`src/rtl/spi_ctrl_pkg.sv`:
```
// Shared constants and register layouts for the serial peripheral control block.
package spi_ctrl_pkg;

	// Register bus geometry.
	localparam int ADDR_W = 8;
	localparam int DATA_W = 16;

	// Register byte offsets.
	localparam logic [7:0] CTRL_A_OFFSET = 8'h00;
	localparam logic [7:0] CTRL_B_OFFSET = 8'h04;
	localparam logic [7:0] STATUS_OFFSET = 8'h08;
	localparam logic [7:0] DATA_OFFSET = 8'h0C;

	// Reset values.
	localparam logic [15:0] CTRL_A_RESET = 16'h0000;
	localparam logic [15:0] CTRL_B_RESET = 16'h0000;
	localparam logic [15:0] DATA_RESET = 16'h0000;

	// Writable bits of the second control register; bits 15:9 and 4:3 stay zero.
	localparam logic [15:0] CTRL_B_WRITE_MASK = 16'h01E7;

	// Status register bit positions.
	localparam int STS_RX_FULL = 0;
	localparam int STS_TX_EMPTY = 1;
	localparam int STS_UNDERRUN = 3;
	localparam int STS_CRC = 4;
	localparam int STS_MODE_FAULT = 5;
	localparam int STS_OVERFLOW = 6;
	localparam int STS_BUSY = 7;

	// Prescaler geometry: code 9 divides by 1024, half period 512 clocks.
	localparam int PRESCALE_W = 4;
	localparam logic [3:0] PRESCALE_MAX = 4'h9;
	localparam int DIV_COUNT_W = 10;

	// Default frame length in bits.
	localparam int FRAME_BITS = 8;

	typedef struct packed {
		logic [5:0] other_modes;
		logic soft_select_enable;
		logic soft_select_level;
		logic lsb_order_select;
		logic peripheral_on;
		logic [2:0] prescale_low;
		logic master_role_select;
		logic clock_idle_polarity;
		logic clock_capture_phase;
	} ctrl_a_t;

	typedef struct packed {
		logic [6:0] zero_bits;
		logic prescale_high;
		logic tx_empty_irq_enable;
		logic rx_full_irq_enable;
		logic error_irq_enable;
		logic [1:0] kept_bits;
		logic hard_select_output_enable;
		logic dma_tx_request_enable;
		logic dma_rx_request_enable;
	} ctrl_b_t;

endpackage

```
`src/rtl/spi_clock_divider.sv`:
```
// Half-period tick generator for the master serial clock.
`timescale 1ns/1ps
`default_nettype none
module spi_clock_divider
	import spi_ctrl_pkg::*;
(
	// Clock and reset.
	input wire logic clk_i,
	input wire logic rst_n_i,
	// Control.
	input wire logic run_i,
	input wire logic [PRESCALE_W-1:0] code_i,
	// Tick out.
	output logic tick_o
);

	logic [DIV_COUNT_W-1:0] count;
	logic [DIV_COUNT_W:0] half_span;
	wire logic [DIV_COUNT_W-1:0] limit;

	// A serial period of 2^(code+1) clocks is two half periods of 2^code clocks.
	assign half_span = (DIV_COUNT_W+1)'(1) << code_i;
	assign limit = DIV_COUNT_W'(half_span - (DIV_COUNT_W+1)'(1));

	always_ff @(posedge clk_i or negedge rst_n_i)
	begin
		if (!rst_n_i)
		begin
			count <= '0;
			tick_o <= 1'b0;
		end
		else if (!run_i)
		begin
			count <= '0;
			tick_o <= 1'b0;
		end
		else if (count == limit)
		begin
			count <= '0;
			tick_o <= 1'b1;
		end
		else
		begin
			count <= count + DIV_COUNT_W'(1);
			tick_o <= 1'b0;
		end
	end

endmodule
`default_nettype wire

```
`src/rtl/spi_control.sv`:
```
// Serial peripheral control, configuration and frame engine.
//
// Overview of operation
// - Soft select enable takes select from software.
// - Soft select level sets effective select level.
// - Bit 7 picks MSB or LSB first.
// - Bit 6 switches interface on; reset off.
// - Master clock divides by two^(code+1).
// - Prescale code joins control A 5:3, B 8.
// - Bit 2 selects master role; reset slave.
// - Bit 1 sets serial clock idle level.
// - Bit 0 picks first or second capture edge.
// - Control B bits 15:9 read zero.
// - Transmit empty interrupt gated by bit 7.
// - Receive full interrupt gated by bit 6.
// - Error interrupt gates four error flags.
// - Hardware select output drives pin low.
// - Transmit empty flag reads one after reset.
//
// The plain strobed port and the register offsets were chosen for this implementation.
`timescale 1ns/1ps
`default_nettype none
module spi_control
	import spi_ctrl_pkg::*;
#(
	parameter int FRAME_W = FRAME_BITS
)
(
	// Clock and reset.
	input wire logic clk_i,
	input wire logic rst_n_i,
	// Register port.
	input wire logic [ADDR_W-1:0] addr_i,
	input wire logic [DATA_W-1:0] wdata_i,
	input wire logic wr_i,
	input wire logic rd_i,
	output logic [DATA_W-1:0] rdata_o,
	// Error events from the checksum and audio logic.
	input wire logic crc_error_event_i,
	input wire logic tx_underrun_event_i,
	// Serial clock pin.
	input wire logic sck_i,
	output logic sck_o,
	output logic sck_oe_o,
	// Master-out data pin.
	input wire logic mosi_i,
	output logic mosi_o,
	output logic mosi_oe_o,
	// Master-in data pin.
	input wire logic miso_i,
	output logic miso_o,
	output logic miso_oe_o,
	// Chip select pin.
	input wire logic cs_i,
	output logic cs_o,
	output logic cs_oe_o,
	// Interrupt and DMA requests.
	output logic tx_empty_irq_o,
	output logic rx_full_irq_o,
	output logic error_irq_o,
	output logic dma_tx_req_o,
	output logic dma_rx_req_o
);

	localparam int EDGE_W = $clog2(2 * FRAME_W);
	localparam int CAP_W = $clog2(FRAME_W) + 1;
	localparam logic [EDGE_W-1:0] LAST_EDGE = EDGE_W'(2 * FRAME_W - 1);

	logic rst_meta;
	logic rst_sync_n;
	logic [3:0] pin_meta;
	logic [3:0] pin_sync;
	logic sck_prev;
	ctrl_a_t ctrl_a;
	ctrl_b_t ctrl_b;
	logic [FRAME_W-1:0] tx_buf;
	logic [FRAME_W-1:0] rx_buf;
	logic [FRAME_W-1:0] shreg;
	logic tx_empty;
	logic rx_full;
	logic overflow;
	logic mode_fault;
	logic crc_flag;
	logic underrun;
	logic fault_read_armed;
	logic busy;
	logic sck_level;
	logic out_bit;
	logic [EDGE_W-1:0] edge_cnt;
	logic div_tick;

	// Synchronised pins: {sck, mosi, miso, cs}.
	wire logic sck_s = pin_sync[3];
	wire logic mosi_s = pin_sync[2];
	wire logic miso_s = pin_sync[1];
	wire logic cs_s = pin_sync[0];

	// Register decode.
	wire logic hit_a = addr_i == CTRL_A_OFFSET;
	wire logic hit_b = addr_i == CTRL_B_OFFSET;
	wire logic hit_sts = addr_i == STATUS_OFFSET;
	wire logic hit_data = addr_i == DATA_OFFSET;
	wire logic wr_a = wr_i & hit_a;
	wire logic wr_b = wr_i & hit_b;
	wire logic wr_sts = wr_i & hit_sts;
	wire logic wr_data = wr_i & hit_data;
	wire logic rd_sts = rd_i & hit_sts;
	wire logic rd_data = rd_i & hit_data;

	// Effective select level and roles.
	wire logic eff_cs = ctrl_a.soft_select_enable ? ctrl_a.soft_select_level : cs_s;
	wire logic on = ctrl_a.peripheral_on;
	wire logic is_master = on & ctrl_a.master_role_select;
	wire logic slave_sel = on & ~ctrl_a.master_role_select & ~eff_cs;
	wire logic fault_event = is_master & ~ctrl_b.hard_select_output_enable & ~eff_cs;

	// Prescale code, clamped to the largest documented divide.
	wire logic [3:0] code_raw = {ctrl_b.prescale_high, ctrl_a.prescale_low};
	wire logic [3:0] code = (code_raw > PRESCALE_MAX) ? PRESCALE_MAX : code_raw;

	// Edge detection for both roles.
	wire logic cpol = ctrl_a.clock_idle_polarity;
	wire logic edge_m = busy & is_master & div_tick;
	wire logic lead_m = edge_m & (sck_level == cpol);
	wire logic edge_s = busy & slave_sel & (sck_s != sck_prev);
	wire logic lead_s = edge_s & (sck_prev == cpol);
	wire logic edge_any = is_master ? edge_m : edge_s;
	wire logic lead_any = is_master ? lead_m : lead_s;
	wire logic capture = edge_any & (lead_any != ctrl_a.clock_capture_phase);
	wire logic drive = edge_any & ~capture;
	wire logic frame_end = edge_any & (edge_cnt == LAST_EDGE);

	// Shift data path.
	wire logic lsb = ctrl_a.lsb_order_select;
	wire logic data_in = is_master ? miso_s : mosi_s;
	wire logic [FRAME_W-1:0] shifted = lsb ? {data_in, shreg[FRAME_W-1:1]}
		: {shreg[FRAME_W-2:0], data_in};
	wire logic tx_bit = lsb ? shreg[0] : shreg[FRAME_W-1];
	wire logic [FRAME_W-1:0] load_word = tx_empty ? '0 : tx_buf;
	wire logic load_bit = lsb ? load_word[0] : load_word[FRAME_W-1];
	wire logic [FRAME_W-1:0] done_word = capture ? shifted : shreg;

	// Frame starts.
	wire logic start_m = is_master & ~busy & ~tx_empty & ~mode_fault;
	wire logic start_s = slave_sel & ~busy;
	wire logic start = start_m | start_s;
	wire logic abort = busy & ~(is_master | slave_sel);

	// Read mux.
	wire logic [DATA_W-1:0] status_word = {8'h00, busy, overflow, mode_fault, crc_flag,
		underrun, 1'b0, tx_empty, rx_full};
	wire logic [DATA_W-1:0] read_mux = hit_a ? ctrl_a
		: hit_b ? (ctrl_b & CTRL_B_WRITE_MASK)
		: hit_sts ? status_word
		: hit_data ? DATA_W'(rx_buf)
		: '0;

	wire logic any_error = crc_flag | mode_fault | overflow | underrun;

	spi_clock_divider u_div (
		.clk_i(clk_i),
		.rst_n_i(rst_sync_n),
		.run_i(busy & is_master),
		.code_i(code),
		.tick_o(div_tick)
	);

	always_ff @(posedge clk_i or negedge rst_n_i)
	begin
		if (!rst_n_i)
		begin
			rst_meta <= 1'b0;
			rst_sync_n <= 1'b0;
		end
		else
		begin
			rst_meta <= 1'b1;
			rst_sync_n <= rst_meta;
		end
	end

	always_ff @(posedge clk_i or negedge rst_sync_n)
	begin
		if (!rst_sync_n)
		begin
			pin_meta <= 4'hF;
			pin_sync <= 4'hF;
			sck_prev <= 1'b0;
		end
		else
		begin
			pin_meta <= {sck_i, mosi_i, miso_i, cs_i};
			pin_sync <= pin_meta;
			sck_prev <= sck_s;
		end
	end

	// Control registers and data buffers.
	always_ff @(posedge clk_i or negedge rst_sync_n)
	begin
		if (!rst_sync_n)
		begin
			ctrl_a <= CTRL_A_RESET;
			ctrl_b <= CTRL_B_RESET;
			tx_buf <= FRAME_W'(DATA_RESET);
			rx_buf <= FRAME_W'(DATA_RESET);
			rdata_o <= '0;
		end
		else
		begin
			if (wr_a)
				ctrl_a <= wdata_i;
			if (wr_b)
				ctrl_b <= wdata_i & CTRL_B_WRITE_MASK;
			if (wr_data)
				tx_buf <= wdata_i[FRAME_W-1:0];
			if (frame_end)
				rx_buf <= done_word;
			rdata_o <= rd_i ? read_mux : '0;
		end
	end

	// Status flags; a hardware set wins over a software clear, except tx_empty, where a data write wins over a frame start.
	always_ff @(posedge clk_i or negedge rst_sync_n)
	begin
		if (!rst_sync_n)
		begin
			tx_empty <= 1'b1;
			rx_full <= 1'b0;
			overflow <= 1'b0;
			mode_fault <= 1'b0;
			crc_flag <= 1'b0;
			underrun <= 1'b0;
			fault_read_armed <= 1'b0;
		end
		else
		begin
			tx_empty <= wr_data ? 1'b0 : (start | tx_empty);
			rx_full <= frame_end | (rx_full & ~rd_data);
			overflow <= (frame_end & rx_full & ~rd_data) | (overflow & ~rd_sts);
			mode_fault <= fault_event | (mode_fault & ~(wr_a & fault_read_armed));
			crc_flag <= crc_error_event_i | (crc_flag & ~(wr_sts & ~wdata_i[STS_CRC]));
			underrun <= tx_underrun_event_i | (underrun & ~rd_sts);
			fault_read_armed <= rd_sts | (fault_read_armed & ~wr_a);
		end
	end

	// Frame engine shared by master and slave roles.
	always_ff @(posedge clk_i or negedge rst_sync_n)
	begin
		if (!rst_sync_n)
		begin
			busy <= 1'b0;
			shreg <= '0;
			edge_cnt <= '0;
			sck_level <= 1'b0;
			out_bit <= 1'b0;
		end
		else if (start)
		begin
			busy <= 1'b1;
			shreg <= load_word;
			edge_cnt <= '0;
			sck_level <= cpol;
			out_bit <= load_bit;
		end
		else if (abort | frame_end)
		begin
			busy <= 1'b0;
			edge_cnt <= '0;
			sck_level <= cpol;
		end
		else if (edge_any)
		begin
			edge_cnt <= edge_cnt + EDGE_W'(1);
			if (edge_m)
				sck_level <= ~sck_level;
			if (capture)
				shreg <= shifted;
			if (drive)
				out_bit <= tx_bit;
		end
		else if (!busy)
		begin
			sck_level <= cpol;
		end
	end

	// Registered pin drivers and requests.
	always_ff @(posedge clk_i or negedge rst_sync_n)
	begin
		if (!rst_sync_n)
		begin
			sck_o <= 1'b0;
			sck_oe_o <= 1'b0;
			mosi_o <= 1'b0;
			mosi_oe_o <= 1'b0;
			miso_o <= 1'b0;
			miso_oe_o <= 1'b0;
			cs_o <= 1'b0;
			cs_oe_o <= 1'b0;
			tx_empty_irq_o <= 1'b0;
			rx_full_irq_o <= 1'b0;
			error_irq_o <= 1'b0;
			dma_tx_req_o <= 1'b0;
			dma_rx_req_o <= 1'b0;
		end
		else
		begin
			sck_o <= sck_level;
			sck_oe_o <= is_master;
			mosi_o <= out_bit;
			mosi_oe_o <= is_master;
			miso_o <= out_bit;
			miso_oe_o <= slave_sel;
			cs_o <= 1'b0;
			cs_oe_o <= is_master & ctrl_b.hard_select_output_enable;
			tx_empty_irq_o <= ctrl_b.tx_empty_irq_enable & tx_empty;
			rx_full_irq_o <= ctrl_b.rx_full_irq_enable & rx_full;
			error_irq_o <= ctrl_b.error_irq_enable & any_error;
			dma_tx_req_o <= ctrl_b.dma_tx_request_enable & tx_empty;
			dma_rx_req_o <= ctrl_b.dma_rx_request_enable & rx_full;
		end
	end

endmodule
`default_nettype wire

```
`config.mk`:
```
export PLATFORM = sky130hd
export DESIGN_NAME = spi_control
export DESIGN_NICKNAME = d
export VERILOG_FILES = /design/src/rtl/spi_ctrl_pkg.sv /design/src/rtl/spi_clock_divider.sv /design/src/rtl/spi_control.sv
export SDC_FILE = /design/constraint.sdc
export NUM_CORES = 1
export LEC_CHECK = 0
export BUFFER_PORTS_ARGS = -buffer_cell sky130_fd_sc_hd__buf_2
export CAP_MARGIN = 20
export CELL_PAD_IN_SITES_DETAIL_PLACEMENT = 1
export CELL_PAD_IN_SITES_GLOBAL_PLACEMENT = 2
export CORE_ASPECT_RATIO = 0.9
export CORE_MARGIN = 10
export CORE_UTILIZATION = 40
export CTS_BUF_LIST = sky130_fd_sc_hd__clkbuf_4
export DETAILED_ROUTE_END_ITERATION = 6
export PLACE_DENSITY = 0.92
export SLEW_MARGIN = 40
export SYNTH_ARGS = -nofsm -noshare
export SYNTH_HDL_FRONTEND = slang
export SYNTH_SLANG_ARGS = --single-unit
```
`constraint.sdc`:
```
create_clock -name clk_i -period 4.3 [get_ports clk_i]
set_input_delay 0.86 -clock clk_i [delete_from_list [all_inputs] [get_ports clk_i]]
set_output_delay 0.86 -clock clk_i [all_outputs]
set_load 0.05 [all_outputs]
```
==> summary.md <==
| Metric | Value |
|---|---|
| Status | complete, no violations |
| Chip height | 126 um |
| Met2 usage | 0.224 |
| DRT antenna net count | 0 |
| Slowest CP cell | or4_4 |
| RR Endpoint | u_div.count[9] |
| Worst path required time | 4.65 ns |
| Final setup fails | 0 |
| Detailed placement HPWL | 9220 um |
| Ports | 63 |
| Period utilization | 0.669 |
| RSZ-0062 raised after global routing | false |
| Core area | 0.0121 sq mm |
| Initial antenna violation count | 0 |
| Final core utilization | 0.454 |
| Synth warn | 0 |
| Number of I/O port buffers | 61 |
| Reg2reg start | code_raw[3] |
| CP endpoint kind | register |
| P_int | 1290 uW |
| Cts repair resizes | 0 |
| CP Max Fanout | 12 |
| Final WL | 12300 um |
| Worst VDD drop | 0.000130 V |
| Fmax | 347 MHz |
| Layout cell share with drive strength beyond 1 | 0.300 |
| Die W | 138 um |
| Top area cells in the synthesized netlist | dfrtp_1 (50%), mux2_2 (9.5%), dfstp_2 (4.8%) |
| Max clock buf depth | 2 |
| Ys async rst share | 1.00 |
| Reg power frac | 0.621 |
| Final Hold Violating Endpoints | 0 |
| Power Density | 328 mW/mm^2 |
| Root buf cell | clkbuf_4 |
| Least-Margin Pin Slew | 0.823 ns |
| Clock Pin Slew Worst Setup and Hold Paths | 0.16 ns |
| Syn Nets | 462 |
| Min-delay worst type | input port to async pin |
| Placed cell count | 627 |
| Yosys cell types | 57 |
| Worst R2R Path Depth | 8 |
| Area share of the largest cell type after synthesis | 0.503 |
| Area delta synth->final | 10.7% |
| GPL Wtd Cong | 0.817 |
| First-pass GRT wire length | 19900 um |
| Number of global-route vias before repair | 3699 |
| Net Switching | 519 uW |
| Slew Viols, Final | 0 |
| Crit path largest cell delay | 0.58 ns |
| Clk network pwr share | 0.257 |
| Yosys reg bits | 109 |
| Row cnt | 38 |
| Clock Skew | 0.00618 ns |
| Inserted Clock Buffers | 9 |
| Max-cap viol count | 0 |
| Iteration-0 DRC Markers | 210 |
| Syn Inst Count | 425 |
| Nets | 515 |
| Mapped cell area | 0.00497 sq mm |
| Switching Share | 0.287 |
| Delay-heaviest family, CP | simple AND/OR/NAND/NOR gates |
| Pleak | 0.00259 uW |
| CP bufs+invs | 0 |
| Post-synthesis sequential area ratio | 0.551 |
| Die ar. | 0.0173 sq mm |
| Tot GR Track Use | 0.144 |
| CP Class | register to register |
| Critical path startpoint category | register |
| Vias | 3467 |
| Post-CTS Hold Buffers | 0 |
| Largest net degree at the start of global routing | 44 |
| Worst path cell trace | or4_4, ha_1, nor4b_1, o21bai_1, a21boi_0, o21ai_0, o31ai_4, nor2_1 |
| H-tree depth | 3 |
| Final min period | 2.88 ns |
| CTS tree | done |
| GR peak layer | met2 |
| Setup crit start | code_raw[3] |
| Combinational share of power | 0.122 |
| WL/cell | 19.0 um |
| Vias per cell | 5.38 |
| Non-filler cells in the finished layout | 644 |
| DRC viols | 0 |
| Reg-to-reg setup timing slack | 1.42 ns |
| Initial core utilization | 0.410 |
| Crit path DAT | 3.23 ns |
| Clock sink total | 109 |
| Grt met1 use | 0.192 |
| Gr ovfl total | 0 |
| Largest area contributor in the synthesized netlist | dfrtp_1 |
| Max-Slew Margin vs Limit | 0.450 |
| Met3 Use GR | 0.0358 |
| Pre-antenna DRT Iters | 4 |
| Hold_ws | 0.147 ns |
| Post-route setup TNS | 0 ns |
| Syn avg cell area | 11.7 sq um |
| Ys flop type | dfrtp_1 |
| Most common cell after layout, fill and taps aside | dfrtp_1 |
| Worst-Skew Late Latency | 0.47 ns |
| Number of flops mapped to enable cells by yosys | 0 |
| FILL cells | 1337 |
| Most frequent cells in the layout | dfrtp_1 (99), buf_2 (61), mux2_2 (42) |
| Post-CTS setup buffer count | 0 |
## synth_stat cells, types with 4 or more instances
master,instances
inv_1,7
o21ai_1,6
o21ai_0,25
mux2_2,42
nand3b_1,4
nand3_1,10
nor2b_1,7
a22oi_1,4
dfstp_2,9
xnor2_1,6
o31ai_1,10
nor3_1,8
a22o_1,4
nand2_1,31
and2_1,6
clkbuf_1,10
dfrtp_1,100
xor2_1,11
mux2i_1,13
a21oi_1,10
and3_1,12
buf_4,4
a31oi_1,6
nor2_1,28
## kinds of logic (layout without fill, tap and decap cells)
logic type / after synthesis / after routing / share of synthesized area
adders and majority gates: 3 / 3 / 0.00755
buffers and inverters: 29 / 87 / 0.0317
xor gates and xnor gates: 18 / 18 / 0.0355
muxes: 58 / 58 / 0.135
and+or+nand+nor: 124 / 124 / 0.130
DFF: 109 / 109 / 0.551
other: 2 / 3 / 0.00151
AOI/OAI and AO/OA: 82 / 82 / 0.109
## power groups by stage
stage               combinational, uW  sequential (uW)  clock (uW)
floorplan                         145             1150           0
global placement                  203             1140           0
detailed placement                222             1140           0
CTS                               222             1120         477
global route                      242             1130         522
finish                            221             1120         463
## state kept, by name, indices dropped and copies added (netlist names), 4 cells and up
name         flops
code_raw         4
ctrl_a          10
ctrl_b           6
edge_cnt         4
pin_meta         4
pin_sync         4
rdata_o         16
rx_buf           8
shreg            8
tx_buf           8
u_div.count     10
## per-layer routing
| metal | vias to the layer above | part of all wire |
|---|---|---|
| li1 | 1616 | - |
| met1 | 1775 | 0.46 |
| met2 | 65 | 0.47 |
| met3 | 11 | 0.058 |
| met4 | 0 | 0.013 |
| met5 | - | 0 |
## through the flow
step	area (sq um)	power, uW	setup slack [ns]
after detailed placement	5390	1360	1.43
after floorplan	4970	1290	1.05
final	5510	1810	1.42
after global routing	5510	1890	1.17
after global placement	5370	1350	1.50
after CTS	5500	1820	1.39
## worst reg2reg max path, delay by kind of cell (launching register included)
family	cells	cell delay (ns)
AOI/OAI and AO/OA	4	0.94
adders and majority gates	1	0.31
DFF	1	0.56
and+or+nand+nor	3	0.96
## layout make-up
cell class / instances / area (sq um) / area share
multi-input combinational: 287 / 2080 / 0.378
sequential: 109 / 2740 / 0.498
timing repair buffer: 64 / 340 / 0.0618
tap: 160 / 200 / 0.0363
inverter: 7 / 26.3 / 0.00477
clock inverter: 6 / 40.0 / 0.00727
clock buffer: 10 / 75.1 / 0.0136
antenna: 1 / 2.50 / 0.000454
## worst max-delay path by stage
| stage | end | slack (ns) | cells after the start |
|---|---|---|---|
| 2_1_floorplan | busy | 1.05 | 0 |
| 3_3_place_gp | tx_buf[6] | 1.50 | 6 |
| 3_5_place_dp | u_div.count[9] | 1.43 | 8 |
| 4_1_cts | u_div.count[9] | 1.39 | 8 |
| 5_1_grt | u_div.count[9] | 1.17 | 8 |
| 6_report | u_div.count[9] | 1.42 | 8 |
(Power assumes the default switching activity.)
